[src/fbc_net.sv]
`timescale 1ns/1ps
module fbc_net (
    input  wire        clk,
    input  wire [1:0]  stall,
    input  wire [1:0]  bad,
    input  wire [1:0]  filt,
    input  wire [63:0] flip,
    input  wire [63:0] tx_data,
    input  wire [1:0]  tx_valid,
    output wire [1:0]  tx_ready,
    output reg  [63:0] rx_data = 64'h0,
    output reg  [1:0]  rx_valid = 2'h0,
    output reg  [1:0]  rx_csum_ok = 2'h3,
    output reg  [1:0]  rx_filter1 = 2'h3,
    output wire [1:0]  rx_frame_start
);
    reg  [2:0] word_q = 3'h0;
    wire [1:0] take = tx_valid & tx_ready;
    assign tx_ready = ~stall;
    // Frame start every eight clock cycles, taken or not, both ports in step
    assign rx_frame_start = {2{word_q == 3'h0}};
    always @(posedge clk) begin
        rx_valid <= take;
        rx_csum_ok <= ~bad;
        // Filter tag travels with its word
        rx_filter1 <= filt;
        word_q <= word_q + 3'h1;
        // Idle lines toggle so a stale word never passes for data
        rx_data[31:0] <= take[0] ? tx_data[31:0] ^ flip[31:0] : ~rx_data[31:0];
        rx_data[63:32] <= take[1] ? tx_data[63:32] ^ flip[63:32] : ~rx_data[63:32];
    end
endmodule // fbc_net

[config.mk]
export PLATFORM = sky130hd
export DESIGN_NAME = fbc_net
export DESIGN_NICKNAME = d
export VERILOG_FILES = /design/src/fbc_net.sv
export SDC_FILE = /design/constraint.sdc
export NUM_CORES = 1
export LEC_CHECK = 0
export BUFFER_PORTS_ARGS = -buffer_cell sky130_fd_sc_hd__buf_4
export CAP_MARGIN = 30
export CORE_ASPECT_RATIO = 0.75
export CORE_MARGIN = 4
export CORE_UTILIZATION = 40
export DETAILED_ROUTE_END_ITERATION = 8
export HOLD_SLACK_MARGIN = 0.06
export PLACE_DENSITY = 0.83
export SYNTH_ARGS = -nofsm -noshare
export SYNTH_HDL_FRONTEND = slang
export SYNTH_SLANG_ARGS = --single-unit
[constraint.sdc]
create_clock -name clk -period 1 [get_ports clk]
set_input_delay 0.05 -clock clk [delete_from_list [all_inputs] [get_ports clk]]
set_output_delay 0.05 -clock clk [all_outputs]
set_load 0.01 [all_outputs]
==> results.sh, run 1 <==
export IMPL_htreeDepth=3
export IMPL_yosys_cell_types_count=10
export IMPL_seq_area_frac_synth_pct=50.61
export IMPL_cts_buffers=9
export IMPL_fp_dieH_um=81.59
export IMPL_outcome_stop_stage="clock tree synthesis (4_1_cts)"
export IMPL_synth_top_cell_area_share_pct=50.61
export IMPL_synth_area_mm2=0.002888
export IMPL_io_buffers=210
export IMPL_ys_warn_count=0
export IMPL_clock_root_buffer="clkbuf_8"
export IMPL_synth_seq_cells=73
export IMPL_status="stopped before the end"
export IMPL_yosys_area_top_type="dfxtp_1"
export IMPL_syn_nets=361
export IMPL_synth_most_common_cell="dfxtp_1"
export IMPL_finalWeightedCongestion=0.7114
export IMPL_rows=26
export IMPL_syn_area_per_cell_um2=13.01
export IMPL_initial_utilization_pct=41.87
export IMPL_clock_sinks=73
export IMPL_die_x_um=106.1
export IMPL_hold_buffers=108
export IMPL_ys_async_sr_fraction_pct=0
export IMPL_synth_edf_count=0
export IMPL_io_pins=211
export IMPL_synth_flop_cell="dfxtp_1"
export IMPL_syn_instance_count=222
export IMPL_synth_area_leaders="dfxtp_1, mux2i_1, xnor2_1"
export IMPL_cts_resized=10
export IMPL_ys_top_cells_by_count="dfxtp_1, mux2i_1, xnor2_1"
export IMPL_cts_setup_buffers=0
export IMPL_hpwl_um=6286
export IMPL_clk_path_buf_depth=2
export IMPL_tool_error="[ERROR RSZ-0060] Max buffer count reached."
==> kinds of logic after synthesis <==
group         Yosys count  share of synthesized area [%]
simple gates            3                         0.6500
fa+ha+maj               2                         0.8664
xor+xnor               65                          19.71
buf+inv                15                          5.979
mux                    64                          22.18
flops                  73                          50.61
==> metrics by stage <==
stage | utilization, % | worst slack, ps | area (µm²) | instances | hold WS [ps]
floorplan | - | 69.03 | 2888 | 222 | 77.72
global placement | 65.53 | 120.1 | 4519 | 525 | 157.5
detailed placement | 65.53 | 99.13 | 4519 | 525 | 159.4
==> run 2: changes to the inputs <==
--- a/config.mk
+++ b/config.mk
@@ -7,12 +7,10 @@
 export LEC_CHECK = 0
 export BUFFER_PORTS_ARGS = -buffer_cell sky130_fd_sc_hd__buf_4
 export CAP_MARGIN = 30
-export CORE_ASPECT_RATIO = 0.75
 export CORE_MARGIN = 4
 export CORE_UTILIZATION = 40
 export DETAILED_ROUTE_END_ITERATION = 8
-export HOLD_SLACK_MARGIN = 0.06
-export PLACE_DENSITY = 0.83
+export PLACE_DENSITY_LB_ADDON = 0.15
 export SYNTH_ARGS = -nofsm -noshare
 export SYNTH_HDL_FRONTEND = slang
 export SYNTH_SLANG_ARGS = --single-unit
==> run 2 against run 1 <==
  * The flow now finishes, with violations (setup timing)
  * Synthesized area unchanged
  * Synthesized cell count unchanged
==> results.sh, run 2 <==
export IMPL_antenna_found_initial=0
export IMPL_synth_area_leaders="dfxtp_1, mux2i_1, xnor2_1"
export IMPL_io_buffers=210
export IMPL_seq_area_frac_synth_pct=50.61
export IMPL_holdWs_ps=16.05
export IMPL_fin_crit_sh_pct=114.9
export IMPL_path_cells="inv_2 > ha_4 > nor2b_4 > buf_6"
export IMPL_hold_violations=0
export IMPL_rsz0062_at_grt="yes"
export IMPL_drc=0
export IMPL_syn_area_per_cell_um2=13.01
export IMPL_ys_top_cells_by_count="dfxtp_1, mux2i_1, xnor2_1"
export IMPL_synth_seq_cells=73
export IMPL_cts_clk_slew_worst_paths_ps=70
export IMPL_min_period_ps=1149
export IMPL_initial_utilization_pct=41.81
export IMPL_first_pass_iters=4
export IMPL_path_buf_inv=2
export IMPL_slew_viol_final=0
export IMPL_multiInputGateArea_mm2=0.001289
export IMPL_die_area_mm2=0.008642
export IMPL_clk_path_buf_depth=2
export IMPL_clock_sinks=73
export IMPL_setup_ws_ps=-148.9
export IMPL_yosys_cell_types_count=10
export IMPL_fill_cells=548
export IMPL_cts_buffers=9
export IMPL_path_delay_family="flip-flops"
export IMPL_wire_per_inst_um=13.49
export IMPL_core_mm2=0.006907
export IMPL_largest_reg_flops=64
export IMPL_fin_nets=585
export IMPL_regToRegSetupSlack_ps=120
export IMPL_synth_top_cell_area_share_pct=50.61
export IMPL_whs_path_depth=3
export IMPL_relSlewSlack_pct=85.05
export IMPL_grt_max_degree=34
export IMPL_p_total_uw=8543
export IMPL_fmax_mhz=870.4
export IMPL_violations="setup timing"
export IMPL_finalWeightedCongestion=0.6875
export IMPL_power_leakage_uw=0.002242
export IMPL_largestRegisters="rx_data: 64 flops, word_q: 3 flops"
export IMPL_tightest_slew_ps=222.7
export IMPL_syn_instance_count=222
export IMPL_clk_latency_ps=320
export IMPL_worstReg2RegEnd="word_q[2]"
export IMPL_status="finished with violations"
export IMPL_path_class="reg2out"
export IMPL_ys_async_sr_fraction_pct=0
export IMPL_final_cell_mix="buf_4, dfxtp_1, xnor2_1, mux2i_1, clkbuf_8"
export IMPL_min_path_type="in2reg"
export IMPL_grt_pass1_vias=2492
export IMPL_htreeDepth=3
export IMPL_wirelength_um=7366
export IMPL_first_iter_violations=12
export IMPL_drv_max_cap_violation_count=0
export IMPL_cp_data_required_time_ps=950
export IMPL_final_common_cell="buf_4"
export IMPL_synth_flop_cell="dfxtp_1"
export IMPL_rows=30
export IMPL_die_x_um=92.97
export IMPL_vias=2309
export IMPL_setup_viol=2
export IMPL_largest_register="rx_data"
export IMPL_synth_edf_count=0
export IMPL_synth_area_mm2=0.002888
export IMPL_r2r_start="word_q[1]"
export IMPL_crit_arrival_ps=1100
export IMPL_min_from="tx_data[21]"
export IMPL_crit_path_top_delay_cell="dfxtp_2"
export IMPL_cp_start_kind="flip-flop"
export IMPL_grt_pass1_wl_um=11430
export IMPL_worstSetupEndpointType="primary output"
export IMPL_fp_dieH_um=92.97
export IMPL_viasPerCell=4.229
export IMPL_ys_warn_count=0
export IMPL_cts_tree="yes"
export IMPL_clock_skew_ps=4.713
export IMPL_io_pins=211
export IMPL_register_area_mm2=0.001464
export IMPL_ant_nets=0
export IMPL_slowest_delay_ps=330
export IMPL_area_delta_synth_final_pct=66.90
export IMPL_clock_root_buffer="clkbuf_8"
export IMPL_synth_most_common_cell="dfxtp_1"
export IMPL_drive_gt1_share_pct=52.67
export IMPL_reg2reg_depth=3
export IMPL_yosys_area_top_type="dfxtp_1"
export IMPL_hpwl_um=6062
export IMPL_p_per_area_mw_per_mm2=1773
export IMPL_diodes=0
export IMPL_hold_path_end="rx_data[21]"
export IMPL_syn_nets=361
export IMPL_gr_usage_all_layers_pct=16.88
export IMPL_worstPathMaxFanout=2
export IMPL_grt_overflow_total=0
export IMPL_worstSetupPathDepth=4
export IMPL_ir_worst_vdd_mv=0.9560
==> run 2: cell counts after synthesis <==
No cell type changed its count.
==> run 2: cell families after synthesis <==
group	after synthesis	synth area share, %
multiplexers	64	22.18
flip-flops	73	50.61
adder cells (fa/ha/maj)	2	0.8664
AND/OR/NAND/NOR	3	0.6500
buffers and inverters	15	5.979
XOR/XNOR	65	19.71
==> run 2: how the worst max path moves through the flow <==
stage / start / endpoint / slack (ps)
after detailed placement: word_q[0] / rx_frame_start[1] / 110
after global placement: word_q[0] / rx_frame_start[0] / 130
after CTS: word_q[0] / rx_frame_start[1] / -160
after global routing: word_q[1] / rx_frame_start[0] / -210
after floorplan: word_q[0] / rx_frame_start[1] / 70
final: word_q[0] / rx_frame_start[0] / -150
==> run 2: where the power goes <==
group / internal, µW / total (µW) / switching (µW)
clock: 1460 / 2420 / 962
sequential: 3480 / 3760 / 282
combinational: 1420 / 2360 / 940
==> run 2: stage by stage <==
| stage | util, % | setup WS (ps) | std cells | setup TNS (ps) | instance area (µm²) |
|---|---|---|---|---|---|
| 2_1_floorplan | - | 69.03 | 222 | 0 | 2888 |
| 3_3_place_gp | 65.11 | 125.2 | 522 | 0 | 4497 |
| 3_5_place_dp | 65.11 | 114.2 | 522 | 0 | 4497 |
| 4_1_cts | 69.78 | -155.9 | 546 | -311.5 | 4820 |
| 5_1_grt | 69.78 | -214.2 | 546 | -427.3 | 4820 |
| 6_report | 69.78 | -148.9 | 546 | -297.8 | 4820 |
==> run 2: final cells by class <==
type                       instances  area share [%]
clock buffer                      12           3.011
inverter                           6          0.4673
clock inverter                     3           1.350
multi-input combinational        134           26.74
timing repair buffer             222           35.57
tap                               96           2.492
sequential                        73           30.37
==> run 2: timing repair <==
| item | in CTS | in global routing |
|---|---|---|
| endpoints found under the hold margin | 6 | 0 |
| buffers inserted | 3 | 0 |
| gates resized for setup | 10 | 0 |
| setup endpoints to repair | 2 | 2 |
| pin swaps | 1 | 0 |
| hold buffers | 6 | 0 |
| gates cloned | 0 | 0 |
==> run 2: tightest hold or removal path: stages <==
cell     delay, ps
buf_4           80
xnor2_1         50
mux2i_1        110
==> run 2: routing by layer <==
metal | track usage (%) | up-vias | share of wire, %
met3 | 7.636 | 4 | 13
met4 | 5.983 | 0 | 0.88
met2 | 30.05 | 124 | 52
met1 | 17.36 | 1009 | 34
met5 | 0 | - | 0
li1 | - | 1172 | -
(Power assumes the default switching activity.)
